===== config.mk =====
export PLATFORM = sky130hd
export DESIGN_NAME = ivc_ctrl
export DESIGN_NICKNAME = d
export VERILOG_FILES = /design/src/ivc_pkg.sv /design/src/ivc_ctrl.sv /design/src/ivc_stack_mem.sv
export SDC_FILE = /design/constraint.sdc
export NUM_CORES = 1
export LEC_CHECK = 0
export ABC_AREA = 0
export BUFFER_PORTS_ARGS = -buffer_cell sky130_fd_sc_hd__buf_2
export CAP_MARGIN = 10
export CORE_UTILIZATION = 25
export CTS_CLUSTER_DIAMETER = 100
export CTS_CLUSTER_SIZE = 20
export DETAILED_ROUTE_END_ITERATION = 7
export GPL_TIMING_DRIVEN = 1
export HOLD_SLACK_MARGIN = 0.02
export PLACE_DENSITY_LB_ADDON = 0.05
export SYNTH_ARGS = -nofsm -noshare
export SYNTH_HDL_FRONTEND = slang
export SYNTH_HIERARCHICAL = 1
export SYNTH_SLANG_ARGS = --single-unit

===== constraint.sdc =====
create_clock -name mclk_in -period 130.5 [get_ports mclk_in]
set_input_delay 13.05 -clock mclk_in [delete_from_list [all_inputs] [get_ports mclk_in]]
set_output_delay 13.05 -clock mclk_in [all_outputs]
set_load 0.03 [all_outputs]

===== src/ivc_pkg.sv =====
// Shared constants and types of the vectored priority interrupt controller.
package ivc_pkg;
    localparam int AW = 9;
    localparam int NSRC = 32;
    localparam int PRIO_W = 3;
    localparam int NUM_W = 5;
    localparam int STACK_DEPTH = 8;
    localparam int SP_AW = 3;
    localparam int DEPTH_W = 4;
    localparam logic [DEPTH_W-1:0] STACK_FULL = 4'h8;

    // Register byte offsets.
    localparam logic [AW-1:0] OFS_MODE_BASE = 9'h000;
    localparam logic [AW-1:0] OFS_VECTOR    = 9'h100;
    localparam logic [AW-1:0] OFS_FVECTOR   = 9'h104;
    localparam logic [AW-1:0] OFS_CURNUM    = 9'h108;
    localparam logic [AW-1:0] OFS_PENDING   = 9'h10C;
    localparam logic [AW-1:0] OFS_MASK      = 9'h110;
    localparam logic [AW-1:0] OFS_CORESTAT  = 9'h114;
    localparam logic [AW-1:0] OFS_ENABLE    = 9'h120;
    localparam logic [AW-1:0] OFS_DISABLE   = 9'h124;
    localparam logic [AW-1:0] OFS_CLEAR     = 9'h128;
    localparam logic [AW-1:0] OFS_SET       = 9'h12C;
    localparam logic [AW-1:0] OFS_EOS       = 9'h130;
    localparam logic [AW-1:0] OFS_CTRL      = 9'h138;
    localparam logic [AW-1:0] OFS_FF_EN     = 9'h140;
    localparam logic [AW-1:0] OFS_FF_DIS    = 9'h144;
    localparam logic [AW-1:0] OFS_FF_STAT   = 9'h148;

    // Field positions of a source mode register and the control register.
    localparam int MODE_PRIO_LSB = 0;
    localparam int MODE_TYPE_LSB = 5;
    localparam int CTRL_GMASK_BIT = 0;
    localparam logic [4:0] MODE_RST = 5'h00;
    localparam logic [31:0] VEC_RST = 32'h0000_0000;

    // Trigger types: bit 0 selects edge, bit 1 selects high/rising on external lines.
    localparam logic [1:0] TRIG_LOW_LEVEL  = 2'h0;
    localparam logic [1:0] TRIG_FALL_EDGE  = 2'h1;
    localparam logic [1:0] TRIG_HIGH_LEVEL = 2'h2;
    localparam logic [1:0] TRIG_RISE_EDGE  = 2'h3;

    localparam logic [1:0] RESP_OKAY   = 2'h0;
    localparam logic [1:0] RESP_SLVERR = 2'h2;

    typedef enum logic [2:0] {
        WS_IDLE = 3'h1,
        WS_EXEC = 3'h2,
        WS_RESP = 3'h4
    } ivc_wstate_t;
endpackage : ivc_pkg


===== src/ivc_ctrl.sv =====
// Vectored priority interrupt controller with an AXI4-Lite register slave.
`timescale 1ns/1ps
module ivc_ctrl
    import ivc_pkg::*;
#(
    parameter logic [31:0] EXT_MASK  = 32'h0000_0001,
    parameter int          NSYS      = 4,
    parameter logic [31:0] SPUR_VEC  = 32'h0000_00FF // Arbitrary value.
) (
    input  wire logic             mclk_in,             // System clock, never gated.
    input  wire logic             rst_n_in,            // Asynchronous reset, active low.
    input  wire logic             fast_irq_pin_in,     // Fast interrupt pin, source 0.
    input  wire logic [NSYS-1:0]  sys_irq_in,          // System peripheral lines.
    input  wire logic [31:2]      ext_irq_pins_in,     // Sources 2 to 31.
    input  wire logic             s_axi_awvalid_in,    // Write address valid.
    input  wire logic [AW-1:0]    s_axi_awaddr_in,     // Write address.
    input  wire logic             s_axi_wvalid_in,     // Write data valid.
    input  wire logic [31:0]      s_axi_wdata_in,      // Write data.
    input  wire logic [3:0]       s_axi_wstrb_in,      // Write byte strobes.
    input  wire logic             s_axi_bready_in,     // Response ready.
    input  wire logic             s_axi_arvalid_in,    // Read address valid.
    input  wire logic [AW-1:0]    s_axi_araddr_in,     // Read address.
    input  wire logic             s_axi_rready_in,     // Read data ready.
    output logic                  s_axi_awready_out,   // Write address ready.
    output logic                  s_axi_wready_out,    // Write data ready.
    output logic                  s_axi_bvalid_out,    // Write response valid.
    output logic [1:0]            s_axi_bresp_out,     // Write response.
    output logic                  s_axi_arready_out,   // Read address ready.
    output logic                  s_axi_rvalid_out,    // Read data valid.
    output logic [31:0]           s_axi_rdata_out,     // Read data.
    output logic [1:0]            s_axi_rresp_out,     // Read response.
    output logic                  normal_req_out_n,    // Normal request, active low.
    output logic                  fast_req_out_n,      // Fast request, active low.
    output logic                  wake_out             // Processor wake-up.
);
    function automatic logic [31:0] strb_mask(input logic [3:0] s);
        return {{8{s[3]}}, {8{s[2]}}, {8{s[1]}}, {8{s[0]}}};
    endfunction : strb_mask

    logic [4:0]          mode_q [NSRC];
    logic [31:0]         s1_q, s2_q, prev_q, edge_q, imr_q, ffr_q;
    logic                gmask_q;
    logic [31:0]         raw, lvl, is_edge, pol_hi, act_lvl, edge_det, pend, act, fastset, cand;
    logic [31:0]         set_cmd, clr_cmd, aclr, en_cmd, dis_cmd, ffen_cmd, ffdis_cmd;
    logic                best_v;
    logic [PRIO_W-1:0]   best_p;
    logic [NUM_W-1:0]    best_n;
    logic                irq_cond, fiq_cond;
    logic [DEPTH_W-1:0]  depth_q;
    logic [NUM_W-1:0]    cur_num_q;
    logic [PRIO_W-1:0]   cur_prio_q;
    logic [7:0]          stk_rd;
    logic                push, pop;
    ivc_wstate_t         wst_q;
    logic [AW-1:0]       wa_q;
    logic [31:0]         wd_q;
    logic [3:0]          ws_q;
    logic                wr_fire, ar_hs, aw_hs, w_hs, rd_vec, rd_fvec;
    logic [31:0]         wdm, rd_d;
    logic [1:0]          rd_resp, wr_resp;

    // Source 1 merges the system lines; source 0 is the fast pin.
    assign raw = {ext_irq_pins_in, |sys_irq_in, fast_irq_pin_in};

    // Only lines marked external pass through the synchroniser; the pin
    // multiplexer sits outside and contributes no cycles of its own.
    always_ff @(posedge mclk_in or negedge rst_n_in) begin
        if (!rst_n_in) begin
            s1_q   <= 32'h0000_0000;
            s2_q   <= 32'h0000_0000;
            prev_q <= 32'h0000_0000;
        end else begin
            s1_q   <= raw;
            s2_q   <= s1_q;
            prev_q <= lvl;
        end
    end

    assign lvl = (EXT_MASK & s2_q) | (~EXT_MASK & raw);

    for (genvar i = 0; i < NSRC; i++) begin : g_src
        assign is_edge[i]  = mode_q[i][PRIO_W];
        assign pol_hi[i]   = mode_q[i][PRIO_W+1] | ~EXT_MASK[i];
        assign act_lvl[i]  = pol_hi[i] ? lvl[i] : ~lvl[i];
        assign edge_det[i] = pol_hi[i] ? (lvl[i] & ~prev_q[i]) : (~lvl[i] & prev_q[i]);
    end

    assign pend    = (is_edge & edge_q) | (~is_edge & act_lvl);
    assign act     = pend & imr_q;
    assign fastset = ffr_q | 32'h0000_0001;
    assign fiq_cond = |(act & fastset);
    assign cand    = act & ~fastset;

    // Highest priority wins; a strict compare keeps the lowest number on a tie.
    always_comb begin
        best_v = 1'b0;
        best_p = '0;
        best_n = '0;
        for (int i = 0; i < NSRC; i++) begin
            if (cand[i] && (!best_v || mode_q[i][PRIO_W-1:0] > best_p)) begin
                best_v = 1'b1;
                best_p = mode_q[i][PRIO_W-1:0];
                best_n = NUM_W'(i);
            end
        end
    end

    assign irq_cond = best_v && (depth_q == '0 || best_p > cur_prio_q);

    always_ff @(posedge mclk_in or negedge rst_n_in) begin
        if (!rst_n_in) begin
            normal_req_out_n <= 1'b1;
            fast_req_out_n   <= 1'b1;
            wake_out         <= 1'b0;
        end else begin
            normal_req_out_n <= !(irq_cond && !gmask_q);
            fast_req_out_n   <= !(fiq_cond && !gmask_q);
            wake_out         <= irq_cond || fiq_cond;
        end
    end

    // Command decode of a committed write.
    assign wdm       = wd_q & strb_mask(ws_q);
    assign set_cmd   = (wr_fire && wa_q == OFS_SET)    ? wdm : 32'h0000_0000;
    assign clr_cmd   = (wr_fire && wa_q == OFS_CLEAR)  ? wdm : 32'h0000_0000;
    assign en_cmd    = (wr_fire && wa_q == OFS_ENABLE) ? wdm : 32'h0000_0000;
    assign dis_cmd   = (wr_fire && wa_q == OFS_DISABLE) ? wdm : 32'h0000_0000;
    assign ffen_cmd  = (wr_fire && wa_q == OFS_FF_EN)  ? wdm : 32'h0000_0000;
    assign ffdis_cmd = (wr_fire && wa_q == OFS_FF_DIS) ? wdm : 32'h0000_0000;
    assign rd_vec    = ar_hs && s_axi_araddr_in == OFS_VECTOR;
    assign rd_fvec   = ar_hs && s_axi_araddr_in == OFS_FVECTOR;
    assign aclr      = ((rd_vec && best_v) ? (32'h0000_0001 << best_n) : 32'h0000_0000)
                     | (rd_fvec ? 32'h0000_0001 : 32'h0000_0000);

    // Edge latches: a new edge or a set wins over any clear in the same cycle.
    always_ff @(posedge mclk_in or negedge rst_n_in) begin
        if (!rst_n_in) begin
            edge_q <= 32'h0000_0000;
        end else begin
            for (int i = 0; i < NSRC; i++) begin
                if (!is_edge[i]) begin
                    edge_q[i] <= 1'b0;
                end else if (edge_det[i] || set_cmd[i]) begin
                    edge_q[i] <= 1'b1;
                end else if (clr_cmd[i] || aclr[i]) begin
                    edge_q[i] <= 1'b0;
                end
            end
        end
    end

    always_ff @(posedge mclk_in or negedge rst_n_in) begin
        if (!rst_n_in) begin
            imr_q   <= 32'h0000_0000;
            ffr_q   <= 32'h0000_0000;
            gmask_q <= 1'b0;
        end else begin
            imr_q <= (imr_q | en_cmd) & ~dis_cmd;
            ffr_q <= (ffr_q | ffen_cmd) & ~ffdis_cmd;
            if (wr_fire && wa_q == OFS_CTRL && ws_q[0]) begin
                gmask_q <= wd_q[CTRL_GMASK_BIT];
            end
        end
    end

    always_ff @(posedge mclk_in or negedge rst_n_in) begin
        if (!rst_n_in) begin
            for (int i = 0; i < NSRC; i++) begin
                mode_q[i] <= MODE_RST;
            end
        end else if (wr_fire && wa_q < OFS_VECTOR && ws_q[0]) begin
            mode_q[wa_q[6:2]] <= {wd_q[MODE_TYPE_LSB+1:MODE_TYPE_LSB],
                                  wd_q[MODE_PRIO_LSB+PRIO_W-1:MODE_PRIO_LSB]};
        end
    end

    // Nesting stack: the top entry sits in registers, older ones in memory.
    assign push = rd_vec && best_v && depth_q < STACK_FULL;
    assign pop  = wr_fire && wa_q == OFS_EOS && depth_q != '0;

    ivc_stack_mem #(
        .DEPTH (STACK_DEPTH),
        .WIDTH (8),
        .AWID  (SP_AW)
    ) u_stack (
        .clk_in      (mclk_in),
        .wr_en_in    (push && depth_q != '0),
        .wr_addr_in  (SP_AW'(depth_q - 4'h1)),
        .wr_data_in  ({cur_num_q, cur_prio_q}),
        .rd_addr_in  (SP_AW'(depth_q - 4'h2)),
        .rd_data_out (stk_rd)
    );

    always_ff @(posedge mclk_in or negedge rst_n_in) begin
        if (!rst_n_in) begin
            depth_q    <= '0;
            cur_num_q  <= '0;
            cur_prio_q <= '0;
        end else if (push) begin
            depth_q    <= depth_q + 4'h1;
            cur_num_q  <= best_n;
            cur_prio_q <= best_p;
        end else if (pop) begin
            depth_q <= depth_q - 4'h1;
            if (depth_q > 4'h1) begin
                {cur_num_q, cur_prio_q} <= stk_rd;
            end else begin
                cur_num_q  <= '0;
                cur_prio_q <= '0;
            end
        end
    end

    // Read data mux; the vector reads sample the ranking at the address handshake.
    always_comb begin
        rd_d    = 32'h0000_0000;
        rd_resp = RESP_OKAY;
        if (s_axi_araddr_in < OFS_VECTOR) begin
            rd_d[MODE_PRIO_LSB+PRIO_W-1:MODE_PRIO_LSB] = mode_q[s_axi_araddr_in[6:2]][PRIO_W-1:0];
            rd_d[MODE_TYPE_LSB+1:MODE_TYPE_LSB] = mode_q[s_axi_araddr_in[6:2]][4:3];
        end else begin
            case (s_axi_araddr_in)
                OFS_VECTOR:   rd_d = best_v ? {27'h0, best_n} : SPUR_VEC;
                OFS_FVECTOR:  rd_d = fiq_cond ? VEC_RST : SPUR_VEC;
                OFS_CURNUM:   rd_d = {27'h0, cur_num_q};
                OFS_PENDING:  rd_d = pend;
                OFS_MASK:     rd_d = imr_q;
                OFS_CORESTAT: rd_d = {30'h0, !normal_req_out_n, !fast_req_out_n};
                OFS_CTRL:     rd_d = {31'h0, gmask_q};
                OFS_FF_STAT:  rd_d = ffr_q;
                OFS_ENABLE, OFS_DISABLE, OFS_CLEAR, OFS_SET, OFS_EOS, OFS_FF_EN, OFS_FF_DIS:
                    rd_d = 32'h0000_0000;
                default:      rd_resp = RESP_SLVERR;
            endcase
        end
    end

    assign ar_hs = s_axi_arvalid_in && s_axi_arready_out;
    assign aw_hs = s_axi_awvalid_in && s_axi_awready_out;
    assign w_hs  = s_axi_wvalid_in && s_axi_wready_out;

    always_ff @(posedge mclk_in or negedge rst_n_in) begin
        if (!rst_n_in) begin
            s_axi_arready_out <= 1'b1;
            s_axi_rvalid_out  <= 1'b0;
            s_axi_rdata_out   <= 32'h0000_0000;
            s_axi_rresp_out   <= RESP_OKAY;
        end else if (ar_hs) begin
            s_axi_arready_out <= 1'b0;
            s_axi_rvalid_out  <= 1'b1;
            s_axi_rdata_out   <= rd_d;
            s_axi_rresp_out   <= rd_resp;
        end else if (s_axi_rvalid_out && s_axi_rready_in) begin
            s_axi_arready_out <= 1'b1;
            s_axi_rvalid_out  <= 1'b0;
        end
    end

    assign wr_fire = wst_q == WS_EXEC;
    always_comb begin
        wr_resp = RESP_SLVERR;
        if (wa_q < OFS_VECTOR || wa_q inside {OFS_ENABLE, OFS_DISABLE, OFS_CLEAR, OFS_SET,
                                              OFS_EOS, OFS_CTRL, OFS_FF_EN, OFS_FF_DIS}) begin
            wr_resp = RESP_OKAY;
        end
    end

    always_ff @(posedge mclk_in or negedge rst_n_in) begin
        if (!rst_n_in) begin
            wst_q             <= WS_IDLE;
            wa_q              <= '0;
            wd_q              <= 32'h0000_0000;
            ws_q              <= 4'h0;
            s_axi_awready_out <= 1'b1;
            s_axi_wready_out  <= 1'b1;
            s_axi_bvalid_out  <= 1'b0;
            s_axi_bresp_out   <= RESP_OKAY;
        end else begin
            case (wst_q)
                WS_IDLE: begin
                    if (aw_hs) begin
                        wa_q              <= s_axi_awaddr_in;
                        s_axi_awready_out <= 1'b0;
                    end
                    if (w_hs) begin
                        wd_q             <= s_axi_wdata_in;
                        ws_q             <= s_axi_wstrb_in;
                        s_axi_wready_out <= 1'b0;
                    end
                    if ((aw_hs || !s_axi_awready_out) && (w_hs || !s_axi_wready_out)) begin
                        wst_q <= WS_EXEC;
                    end
                end
                WS_EXEC: begin
                    s_axi_bvalid_out <= 1'b1;
                    s_axi_bresp_out  <= wr_resp;
                    wst_q            <= WS_RESP;
                end
                WS_RESP: begin
                    if (s_axi_bready_in) begin
                        s_axi_bvalid_out  <= 1'b0;
                        s_axi_awready_out <= 1'b1;
                        s_axi_wready_out  <= 1'b1;
                        wst_q             <= WS_IDLE;
                    end
                end
                default: wst_q <= WS_IDLE;
            endcase
        end
    end

    chk_fast_drive: assert property (@(posedge mclk_in) disable iff (!rst_n_in)
        (fiq_cond && !gmask_q) |=> !fast_req_out_n) else $error("fast request not asserted");
    chk_gmask_quiet: assert property (@(posedge mclk_in) disable iff (!rst_n_in)
        gmask_q |=> normal_req_out_n && fast_req_out_n) else $error("request under general mask");
    chk_wake_event: assert property (@(posedge mclk_in) disable iff (!rst_n_in)
        (irq_cond || fiq_cond) |=> wake_out) else $error("wake not raised");
    chk_nest_block: assert property (@(posedge mclk_in) disable iff (!rst_n_in)
        (depth_q != '0 && best_p <= cur_prio_q) |=> normal_req_out_n) else $error("equal priority reasserted");
    chk_auto_clear: assert property (@(posedge mclk_in) disable iff (!rst_n_in)
        (rd_vec && best_v && is_edge[best_n] && !edge_det[best_n] && !set_cmd[best_n])
        |=> !edge_q[$past(best_n)]) else $error("vector read left edge latched");
    chk_stack_push: assert property (@(posedge mclk_in) disable iff (!rst_n_in)
        push |=> depth_q == $past(depth_q) + 4'h1 && cur_num_q == $past(best_n)) else $error("push failed");
    chk_stack_pop: assert property (@(posedge mclk_in) disable iff (!rst_n_in)
        pop |=> depth_q == $past(depth_q) - 4'h1) else $error("pop failed");
    chk_mask_cmd: assert property (@(posedge mclk_in) disable iff (!rst_n_in)
        (en_cmd != '0 && dis_cmd == '0) |=> (imr_q & $past(en_cmd)) == $past(en_cmd))
        else $error("enable command lost");
    chk_level_cmd: assert property (@(posedge mclk_in) disable iff (!rst_n_in)
        ((set_cmd & ~is_edge) != 32'h0000_0000) |=> (edge_q & $past(set_cmd & ~is_edge)) == 32'h0000_0000)
        else $error("set acted on level source");
endmodule : ivc_ctrl


===== src/ivc_stack_mem.sv =====
// Nesting stack storage with a registered read port.
`timescale 1ns/1ps
module ivc_stack_mem #(
    parameter int DEPTH = 8,
    parameter int WIDTH = 8,
    parameter int AWID  = 3
) (
    input  wire logic             clk_in,      // System clock.
    input  wire logic             wr_en_in,    // Write strobe.
    input  wire logic [AWID-1:0]  wr_addr_in,  // Write address.
    input  wire logic [WIDTH-1:0] wr_data_in,  // Write data.
    input  wire logic [AWID-1:0]  rd_addr_in,  // Read address.
    output logic      [WIDTH-1:0] rd_data_out  // Registered read data.
);
    logic [WIDTH-1:0] mem_q [DEPTH];

    always_ff @(posedge clk_in) begin
        if (wr_en_in) begin
            mem_q[wr_addr_in] <= wr_data_in;
        end
        rd_data_out <= mem_q[rd_addr_in];
    end
endmodule : ivc_stack_mem


==> summary.md, run 1 <==
| Metric | Value |
|---|---|
| IR Drop Worst-Case VDD | 0.0113 mV |
| Layout Utilization | 0.286 |
| Clock input transition at the sequential cells of the worst setup and hold paths | 0.09 ns |
| Peak fanout along the critical path | 18 |
| Fraction of registers with async set/reset | 0.845 |
| Worst Clk Skew | 0.0314 ns |
| Fraction of final layout cells with drive strength greater than 1 | 0.202 |
| Post-Route M1 WL | 51,700 µm |
| Starting utilization of the core area | 0.253 |
| Leading register cell type out of synthesis | dfrtp_1 |
| Crit path capture type | register |
| Core box area | 0.102 mm² |
| Clock root buffer | clkbuf_16 |
| Buf+Inv Stages, Crit Path | 10 |
| DR DRC count | 3 |
| DR vias/cell | 5.26 |
| Remaining global-route overflow | 0 |
| PD cells | 13.9 mW/mm² |
| Hold/Removal Path Class | reg2reg |
| Maximum frequency from static timing analysis | 15.2 MHz |
| Unrepaired setup endpoints after global routing | false |
| Mapped Cells | 2,512 |
| Leakage dissipation | 12.2 nW |
| Run status | finished, violations left |
| Wire length per cell | 26.8 µm |
| Syn_area_per_cell | 10.3 µm² |
| # resized after CTS | 0 |
| Worst max-slew margin expressed relative to the limit | 0.234 |
| Post-CTS setup buffers | 0 |
| CTS tree | yes |
| Category of the worst setup path launch point | input port |
| Final count of pins violating max slew | 0 |
| Hpwl dp | 79,800 µm |
| Data required time at the worst endpoint | 131.05 ns |
| Post-Synthesis Cell Area | 0.0259 mm² |
| Share of the yosys chip area belonging to registers | 0.460 |
| Clock Latency Late Sink | 0.66 ns |
| Share of the synthesized area in the top cell type | 0.374 |
| Overall track demand over capacity in global routing | 0.204 |
| Wirelength, routed | 107,000 µm |
| Violated checks | design-rule violations |
| Die footprint | 0.105 mm² |
| Top cell by count, worst path | a21oi_1 |
| Number of buffers inserted by port buffering | 137 |
| Dominant cells by area after synthesis | dfrtp_1, mux2_2, edfxtp_1, mux4_2, nand2_1 |
| Dominant cell by count in the synthesized netlist | dfrtp_1 |
| Max-cap viol count | 0 |
| Highest metal layer with signal wires | met4 |
| Top cell types by occurrence after synthesis | dfrtp_1, nand2_1, mux2_2 |
| Area added between synthesis and finish | 13.0% |
| Starting DRC count in detailed routing | 1,741 |
| Total of endpoints with negative setup slack in the final report | 0 |
| Count of pins on the block boundary | 140 |
| Flip-flop and latch count after synthesis | 465 |
| Aggregate negative setup slack | 0 ns |
| Final clock period utilization by the worst path | 0.504 |
| Delay of the slowest cell on the worst path | 0.76 ns |
| WP data arrival | 66.39 ns |
| Final hold vios | 0 |
| Slowest CP cell | nor3_1 |
| Nets | 2,781 |
| Via count of the first global-routing pass | 20,800 |
| Clock net sink count | 465 |
| Post-synth cell types | 95 |
| Initial antenna violation count | 5 |
| Minimum clock period | 65.84 ns |
| Inserted Clock Buffers | 31 |
| Final estimated routing congestion in global placement | 0.865 |
| Final hold slack | 0.361 ns |
| Y dimension of the die | 324 µm |
| Routed met3 length | 6030 µm |
| Global-route wire length before repair | 155,000 µm |
| Met2 Routed Length | 46,600 µm |
| Residual antenna-violating net count after detailed routing | 0 |
| Maximum level of the CTS H-tree | 1 |
| Router iterations before antenna repair | 8 |
| Number of hold-repair buffers added at the cts stage | 0 |
| Biggest area consumer among synthesized cells | dfrtp_1 |
| Kind of cell adding the most delay to the critical path | compound AO/OA/AOI/OAI gates |
| Actual slew at the worst max-slew pin | 1.15 ns |
| Critical path type | in2reg |
| Total via count in the routed design | 21,100 |
| Maximum buffer depth of the clock tree | 3 |
| Pin count of the biggest net entering global routing | 148 |
| Die width | 324 µm |
| Number of enable-type register cells in the synthesized netlist | 64 |
| Post-route design area | 0.0293 mm² |
| Number of synthesis warnings | 6 |
| Row Count | 117 |
| Total placed instance area | 0.0283 mm² |
-- state kept, by name (all words and copies together) (netlist names), 3 cells and up --
register / cells
cur_num_q: 5
cur_prio_q: 3
depth_q: 4
edge_q: 32
ffr_q: 32
imr_q: 32
is_edge: 32
mode_q: 128
prev_q: 32
s_axi_rdata_out: 32
u_stack/mem_q: 64
u_stack/rd_data_out: 8
wa_q: 9
wd_q: 32
ws_q: 4
wst_q: 3
-- cell usage in the layout (no fill, tap or decap), drive strengths merged, types with 19 or more instances in the layout --
| master | count |
|---|---|
| nor3 | 31 |
| o22ai | 22 |
| ha | 75 |
| nand2 | 263 |
| nor2 | 178 |
| clkbuf | 46 |
| mux4 | 66 |
| nand2b | 34 |
| edfxtp | 64 |
| o21a | 35 |
| nand3 | 39 |
| dfrtp | 387 |
| a21oi | 126 |
| a31oi | 137 |
| o21ai | 176 |
| a221oi | 19 |
| nor2b | 24 |
| buf | 186 |
| mux2 | 187 |
| mux2i | 32 |
| or2 | 21 |
| and2 | 22 |
| inv | 138 |
-- worst paths after layout --
| kind | cells past startpoint | to | slack, ns | start |
|---|---|---|---|---|
| min in group asynchronous | 1 | wst_q[2] | 12.35 | rst_n_in |
| worst max register to register | 251 | edge_q[18] | 77.16 | is_edge[1] |
| worst min-delay path | 0 | s2_q[0] | 0.36 | s1_q[0] |
| max in group asynchronous | 3 | mode_q[39] | 115.89 | rst_n_in |
| worst max-delay path | 252 | edge_q[18] | 64.66 | sys_irq_in[1] |
| worst min register to register | 0 | s2_q[0] | 0.36 | s1_q[0] |
-- where the power goes --
group	internal [mW]	switching [mW]	total [mW]	leakage (nW)
Clock	0.0493	0.0587	0.108	0.486
Combinational	0.0395	0.0694	0.109	5.74
Sequential	0.164	0.0265	0.190	5.98
-- metal layers --
metal / up-vias / GRT usage
met1: 10700 / 0.301
met2: 686 / 0.308
met5: - / 0
met3: 112 / 0.0284
li1: 9583 / -
met4: 0 / 0.0579
-- per-stage QoR --
step	setup WS (ns)	power (mW)	std cells
final	64.66	0.407	4005
after floorplan	72.41	0.253	2513
after global routing	59.88	0.430	4003
after global placement	65.99	0.302	3945
after CTS	65.09	0.414	4003
after detailed placement	64.51	0.303	3945
-- final cells by class --
type | instances | area (µm²)
fill | 10700 | 73000
multi-input combinational | 1795 | 13100
sequential | 465 | 11900
tap | 1368 | 1710
timing repair buffer | 186 | 1080
clock buffer | 46 | 862
inverter | 131 | 492
clock inverter | 12 | 144
antenna | 2 | 5.00
-- cell families (layout without fill, tap and decap cells) --
| family | after synthesis | in the layout | synth area share |
|---|---|---|---|
| AO/OA/AOI/OAI | 718 | 718 | 0.182 |
| AND/OR/NAND/NOR | 709 | 709 | 0.128 |
| flip-flops | 465 | 465 | 0.460 |
| multiplexers | 285 | 285 | 0.153 |
| buffers and inverters | 253 | 375 | 0.0381 |
| adder cells (fa/ha/maj) | 78 | 78 | 0.0374 |
| XOR/XNOR | 3 | 3 | 0.00101 |
| other | 1 | 4 | 0.000145 |
Power figures use the tool's default switching activity.
==> run 2: changes to the inputs <==
==> constraint.sdc (replaced) <==
create_clock -name mclk_in -period 63.2 [get_ports mclk_in]
set_input_delay 6.32 -clock mclk_in [delete_from_list [all_inputs] [get_ports mclk_in]]
set_output_delay 6.32 -clock mclk_in [all_outputs]
set_load 0.03 [all_outputs]
==> run 2 against run 1 <==
Compared with the run above: die area is the same; utilization barely moved; cell area is 0.15% higher; register-to-register slack worse by 67 ns; clock power is 110% higher; sequential power up 110%; hold slack improved by 0.0018 ns; wire length rose by 0.11%; first-iteration DRC count shrank 0.46%; non-clock buffer count stayed put; the run now ends clean; global-route usage about the same.
==> summary.md, run 2 (synthesis gave the netlist of run 1 again) <==
| Metric | Value |
|---|---|
| Max-cap viol count | 0 |
| Total of endpoints with negative setup slack in the final report | 0 |
| Maximum buffer depth of the clock tree | 3 |
| Die footprint | 0.105 mm² |
| Count of pins on the block boundary | 140 |
| Slowest CP cell | or4_1 |
| Starting DRC count in detailed routing | 1,733 |
| Aggregate negative setup slack | 0 ns |
| Remaining global-route overflow | 0 |
| Post-route design area | 0.0293 mm² |
| Clock Latency Late Sink | 0.66 ns |
| Die width | 324 µm |
| Layout Utilization | 0.287 |
| Router iterations before antenna repair | 7 |
| Crit path capture type | register |
| Depth of the critical timing path with buffers and inverters included | 248 |
| Pin count of the biggest net entering global routing | 137 |
| Y dimension of the die | 324 µm |
| Critical path type | in2reg |
| Global-route wire length before repair | 154,000 µm |
| Kind of cell adding the most delay to the critical path | compound AO/OA/AOI/OAI gates |
| Most common cell after layout, fill and taps aside | dfrtp_1 |
| Worst Clk Skew | 0.0265 ns |
| Initial antenna violation count | 5 |
| Core box area | 0.102 mm² |
| Unrepaired setup endpoints after global routing | false |
| Worst-case reg-to-reg path depth | 247 |
| Residual antenna-violating net count after detailed routing | 0 |
| Number of buffers inserted by port buffering | 137 |
| End of the worst register-to-register path | edge_q[18] |
| Final count of pins violating max slew | 0 |
| IR Drop Worst-Case VDD | 0.0225 mV |
| Final hold slack | 0.363 ns |
| Power dissipated by switching net loads | 0.320 mW |
| WP data arrival | 59.09 ns |
| Buf+Inv Stages, Crit Path | 9 |
| Top flop regs | mode_q x128, u_stack/mem_q x64 |
| Row Count | 117 |
| Starting utilization of the core area | 0.253 |
| Via count of the first global-routing pass | 20,600 |
| Overall track demand over capacity in global routing | 0.204 |
| Run status | completed |
| Number of hold-repair buffers added at the cts stage | 0 |
| Data required time at the worst endpoint | 63.75 ns |
| Clock net sink count | 465 |
| Minimum clock period | 58.55 ns |
| Flip-flop count of the largest register after layout | 128 |
| Switching portion of total power | 0.377 |
| Leading cell types in the layout, fill and taps excluded | dfrtp_1, nand2_1, mux2_2, nor2_1, o21ai_0 |
| Final estimated routing congestion in global placement | 0.868 |
| Final hold vios | 0 |
| Fraction of final layout cells with drive strength greater than 1 | 0.203 |
| Clock input transition at the sequential cells of the worst setup and hold paths | 0.09 ns |
| Post-layout power | 0.850 mW |
| Category of the worst setup path launch point | input port |
| CTS tree | yes |
| Worst max-slew margin expressed relative to the limit | 0.211 |
| Power share of the combinational group | 0.266 |
| PD cells | 29.0 mW/mm² |
| Hpwl dp | 79,900 µm |
| Largest register by flop count | mode_q |
| Flop pwr share | 0.463 |
| Worst Setup SP | sys_irq_in[1] |
| Internal portion of total power | 0.530 mW |
| Total placed instance area | 0.0283 mm² |
| Top cell by count, worst path | a21oi_1 |
| Hold/Removal Path Class | reg2reg |
| Maximum frequency from static timing analysis | 17.1 MHz |
| Area added between synthesis and finish | 13.2% |
| Wirelength, routed | 108,000 µm |
| Nets | 2,781 |
| Critical R2R Launch | is_edge[1] |
| Delay of the slowest cell on the worst path | 0.61 ns |
| Leakage dissipation | 12.2 nW |
| Power share of the clock group | 0.272 |
| Post-CTS setup buffers | 0 |
| Clock root buffer | clkbuf_16 |
| Peak fanout along the critical path | 18 |
| DR DRC count | 0 |
| Register-to-register path setup slack | 10.45 ns |
| Inserted Clock Buffers | 31 |
| Total via count in the routed design | 21,200 |
| Maximum level of the CTS H-tree | 1 |
| Wire length per cell | 26.9 µm |
| Actual slew at the worst max-slew pin | 1.18 ns |
| Critical path capture point | edge_q[18] |
| DR vias/cell | 5.29 |
| Final clock period utilization by the worst path | 0.926 |
[run 2: stage by stage]
stage,setup slack (ns),instances
floorplan,11.84,2513
global placement,5.41,3945
detailed placement,4.06,3945
CTS,4.62,4001
global route,0.0522,4001
finish,4.65,4002
[run 2: how the worst min path moves through the flow]
| stage | depth (start not counted) | from | endpoint |
|---|---|---|---|
| global route | 0 | s1_q[0] | s2_q[0] |
| floorplan | 0 | s1_q[0] | s2_q[0] |
| CTS | 0 | s1_q[0] | s2_q[0] |
| detailed placement | 0 | s1_q[0] | s2_q[0] |
| global placement | 0 | s1_q[0] | s2_q[0] |
| finish | 0 | s1_q[0] | s2_q[0] |
[run 2: power by group through the flow]
| stage | Sequential [mW] | Combinational, mW | Clock (mW) |
|---|---|---|---|
| 6_report | 0.393 | 0.226 | 0.231 |
| 5_1_grt | 0.400 | 0.247 | 0.251 |
| 4_1_cts | 0.394 | 0.228 | 0.241 |
| 3_5_place_dp | 0.400 | 0.227 | 0 |
| 3_3_place_gp | 0.399 | 0.226 | 0 |
| 2_1_floorplan | 0.378 | 0.146 | 0 |
[run 2: area by class of cell]
cell class / instances / area (µm²)
Antenna cell: 1 / 2.50
Clock buffer: 40 / 810
Timing Repair Buffer: 186 / 1080
Sequential cell: 465 / 11900
Clock inverter: 16 / 233
Multi-Input combinational cell: 1795 / 13100
Inverter: 131 / 492
Tap cell: 1368 / 1710
Fill cell: 10600 / 73000
[run 2: per-layer routing]
metal  global-route usage  share of wire  up-vias
met2                0.310           0.44      652
met1                0.303           0.49    10800
met3               0.0252          0.050      112
met5                    0        0.00033        -
li1                     -              -     9553
met4               0.0574          0.028        6
[run 2: what timing repair did]
| action | CTS | global route |
|---|---|---|
| setup endpoints to repair | 0 | 16 |
| endpoints found under the hold margin | 0 | 0 |
| resized for setup | 0 | 2 |
==> run 3: changes to the inputs <==
--- a/config.mk
+++ b/config.mk
@@ -8,6 +8,7 @@
 export ABC_AREA = 0
 export BUFFER_PORTS_ARGS = -buffer_cell sky130_fd_sc_hd__buf_2
 export CAP_MARGIN = 10
+export CORE_ASPECT_RATIO = 0.7
 export CORE_UTILIZATION = 25
 export CTS_CLUSTER_DIAMETER = 100
 export CTS_CLUSTER_SIZE = 20
==> run 3 against run 2 <==
Compared with the run above: the run now ends with design-rule violations left; clock skew increased by 0.022 ns; critical path depth increased by 2; die area about the same; flip-flop and latch count unchanged; utilization decreased by 0.073 points; worst setup slack got worse by 0.054 ns; power decreased by 0.77%; final cell count decreased by 0.57%; critical endpoint unchanged; largest cell class unchanged.
==> summary.md, run 3 (synthesis gave the netlist of run 1 again) <==
| Metric | Value |
|---|---|
| Critical path type | in2reg |
| Area added between synthesis and finish | 13.0% |
| Number of hold-repair buffers added at the cts stage | 0 |
| Pre-CTS setup slack | 3.45 ns |
| Worst max-slew margin expressed relative to the limit | 0.171 |
| Kind of cell adding the most delay to the critical path | compound AO/OA/AOI/OAI gates |
| Power dissipated by switching net loads | 0.319 mW |
| Row Count | 98 |
| Worst Clk Skew | 0.0481 ns |
| Final hold slack | 0.354 ns |
| Max-cap viol count | 0 |
| Clock net sink count | 465 |
| Minimum clock period | 58.60 ns |
| Flip-flop count of the largest register after layout | 128 |
| Wirelength, routed | 109,000 µm |
| Actual slew at the worst max-slew pin | 1.24 ns |
| Slowest CP cell | or4_1 |
| Nets | 2,774 |
| CTS tree | yes |
| Maximum buffer depth of the clock tree | 3 |
| Power share of the clock group | 0.269 |
| Power share of the combinational group | 0.259 |
| Maximum frequency from static timing analysis | 17.1 MHz |
| Top cell by count, worst path | a21oi_1 |
| Router iterations before antenna repair | 8 |
| Clock input transition at the sequential cells of the worst setup and hold paths | 0.09 ns |
| Crit path capture type | register |
| Run status | finished, violations left |
| Category of the worst setup path launch point | input port |
| Die footprint | 0.105 mm² |
| Worst setup margin | 4.60 ns |
| Die width | 387 µm |
| Highest metal layer with signal wires | met5 |
| Core box area | 0.102 mm² |
| Residual antenna-violating net count after detailed routing | 0 |
| Overall track demand over capacity in global routing | 0.203 |
| Largest register by flop count | mode_q |
| Total of endpoints with negative setup slack in the final report | 0 |
| Data required time at the worst endpoint | 63.77 ns |
| IR Drop Worst-Case VDD | 0.0234 mV |
| Buf+Inv Stages, Crit Path | 10 |
| Clock Latency Late Sink | 0.68 ns |
| Y dimension of the die | 271 µm |
| Routed met3 length | 7330 µm |
| Via count of the first global-routing pass | 20,100 |
| Starting DRC count in detailed routing | 1,686 |
| Violated checks | design-rule violations |
| Hpwl dp | 81,300 µm |
| Internal portion of total power | 0.525 mW |
| Top flop regs | mode_q x128, u_stack/mem_q x64 |
| Most common cell after layout, fill and taps aside | dfrtp_1 |
| Met2 Routed Length | 41,900 µm |
| Final count of pins violating max slew | 0 |
| Number of buffers inserted by port buffering | 137 |
| Post-route design area | 0.0293 mm² |
| Final clock period utilization by the worst path | 0.927 |
| Fraction of final layout cells with drive strength greater than 1 | 0.201 |
| Post-Route M1 WL | 57,400 µm |
| Remaining global-route overflow | 0 |
| PD cells | 28.8 mW/mm² |
| Initial antenna violation count | 6 |
| Hold/Removal Path Class | reg2reg |
| Starting utilization of the core area | 0.253 |
| Flop pwr share | 0.473 |
| Maximum level of the CTS H-tree | 1 |
| Total placed instance area | 0.0282 mm² |
| Total via count in the routed design | 20,900 |
| Pin count of the biggest net entering global routing | 77 |
| Global-route wire length before repair | 156,000 µm |
| DR DRC count | 4 |
| DR vias/cell | 5.26 |
| WP data arrival | 59.17 ns |
| Final hold vios | 0 |
| Leakage dissipation | 12.2 nW |
| Switching portion of total power | 0.378 |
| Count of pins on the block boundary | 140 |
| Clock root buffer | clkbuf_16 |
| Inserted Clock Buffers | 31 |
| Final estimated routing congestion in global placement | 0.901 |
| Peak fanout along the critical path | 18 |
| Wire length per cell | 27.3 µm |
| Leading cell types in the layout, fill and taps excluded | dfrtp_1, nand2_1, mux2_2, nor2_1, o21ai_0 |
| Delay of the slowest cell on the worst path | 0.60 ns |
run 3: final cells by class:
cell class | instances | area (µm²)
clock inverters | 12 | 176
repair buffers | 179 | 1010
well taps | 1350 | 1690
multi-input cells | 1795 | 13100
inverters | 131 | 492
fillers | 10700 | 73100
flip-flops and latches | 465 | 11900
clock buffers | 44 | 845
diodes | 3 | 7.51
run 3: metal layers:
layer,vias up,GRT usage
met4,6,0.0338
met5,-,0
met2,603,0.272
li1,9588,-
met3,85,0.0458
met1,10600,0.326
run 3: power by group through the flow:
stage          logic (mW)  clock network [mW]  registers (mW)
2_1_floorplan       0.146                   0           0.378
3_3_place_gp        0.218                   0           0.404
3_5_place_dp        0.218                   0           0.404
4_1_cts             0.219               0.238           0.398
5_1_grt             0.239               0.247           0.406
6_report            0.218               0.227           0.399
run 3: metrics by stage:
step / instances / utilization / power [mW] / TNS (ns)
3_5_place_dp: 3920 / 0.275 / 0.622 / 0
4_1_cts: 3976 / 0.285 / 0.855 / 0
5_1_grt: 3976 / 0.286 / 0.893 / -0.00446
3_3_place_gp: 3920 / 0.275 / 0.622 / 0
2_1_floorplan: 2513 / - / 0.524 / 0
6_report: 3979 / 0.286 / 0.844 / 0
run 3: worst paths after layout:
kind | startpoint | slack, ns | to | depth (start not counted)
worst min-delay path | s1_q[0] | 0.35 | s2_q[0] | 0
worst min register to register | s1_q[0] | 0.35 | s2_q[0] | 0
worst max-delay path | sys_irq_in[1] | 4.60 | edge_q[18] | 250
worst max register to register | is_edge[1] | 10.32 | edge_q[18] | 249
max in group asynchronous | rst_n_in | 55.09 | mode_q[147] | 3
min in group asynchronous | rst_n_in | 5.66 | mode_q[14] | 1
run 3: repair_timing:
action | CTS | global route
setup buffers | 0 | 0
gates resized for setup | 0 | 10
endpoints found under the setup margin | 0 | 46
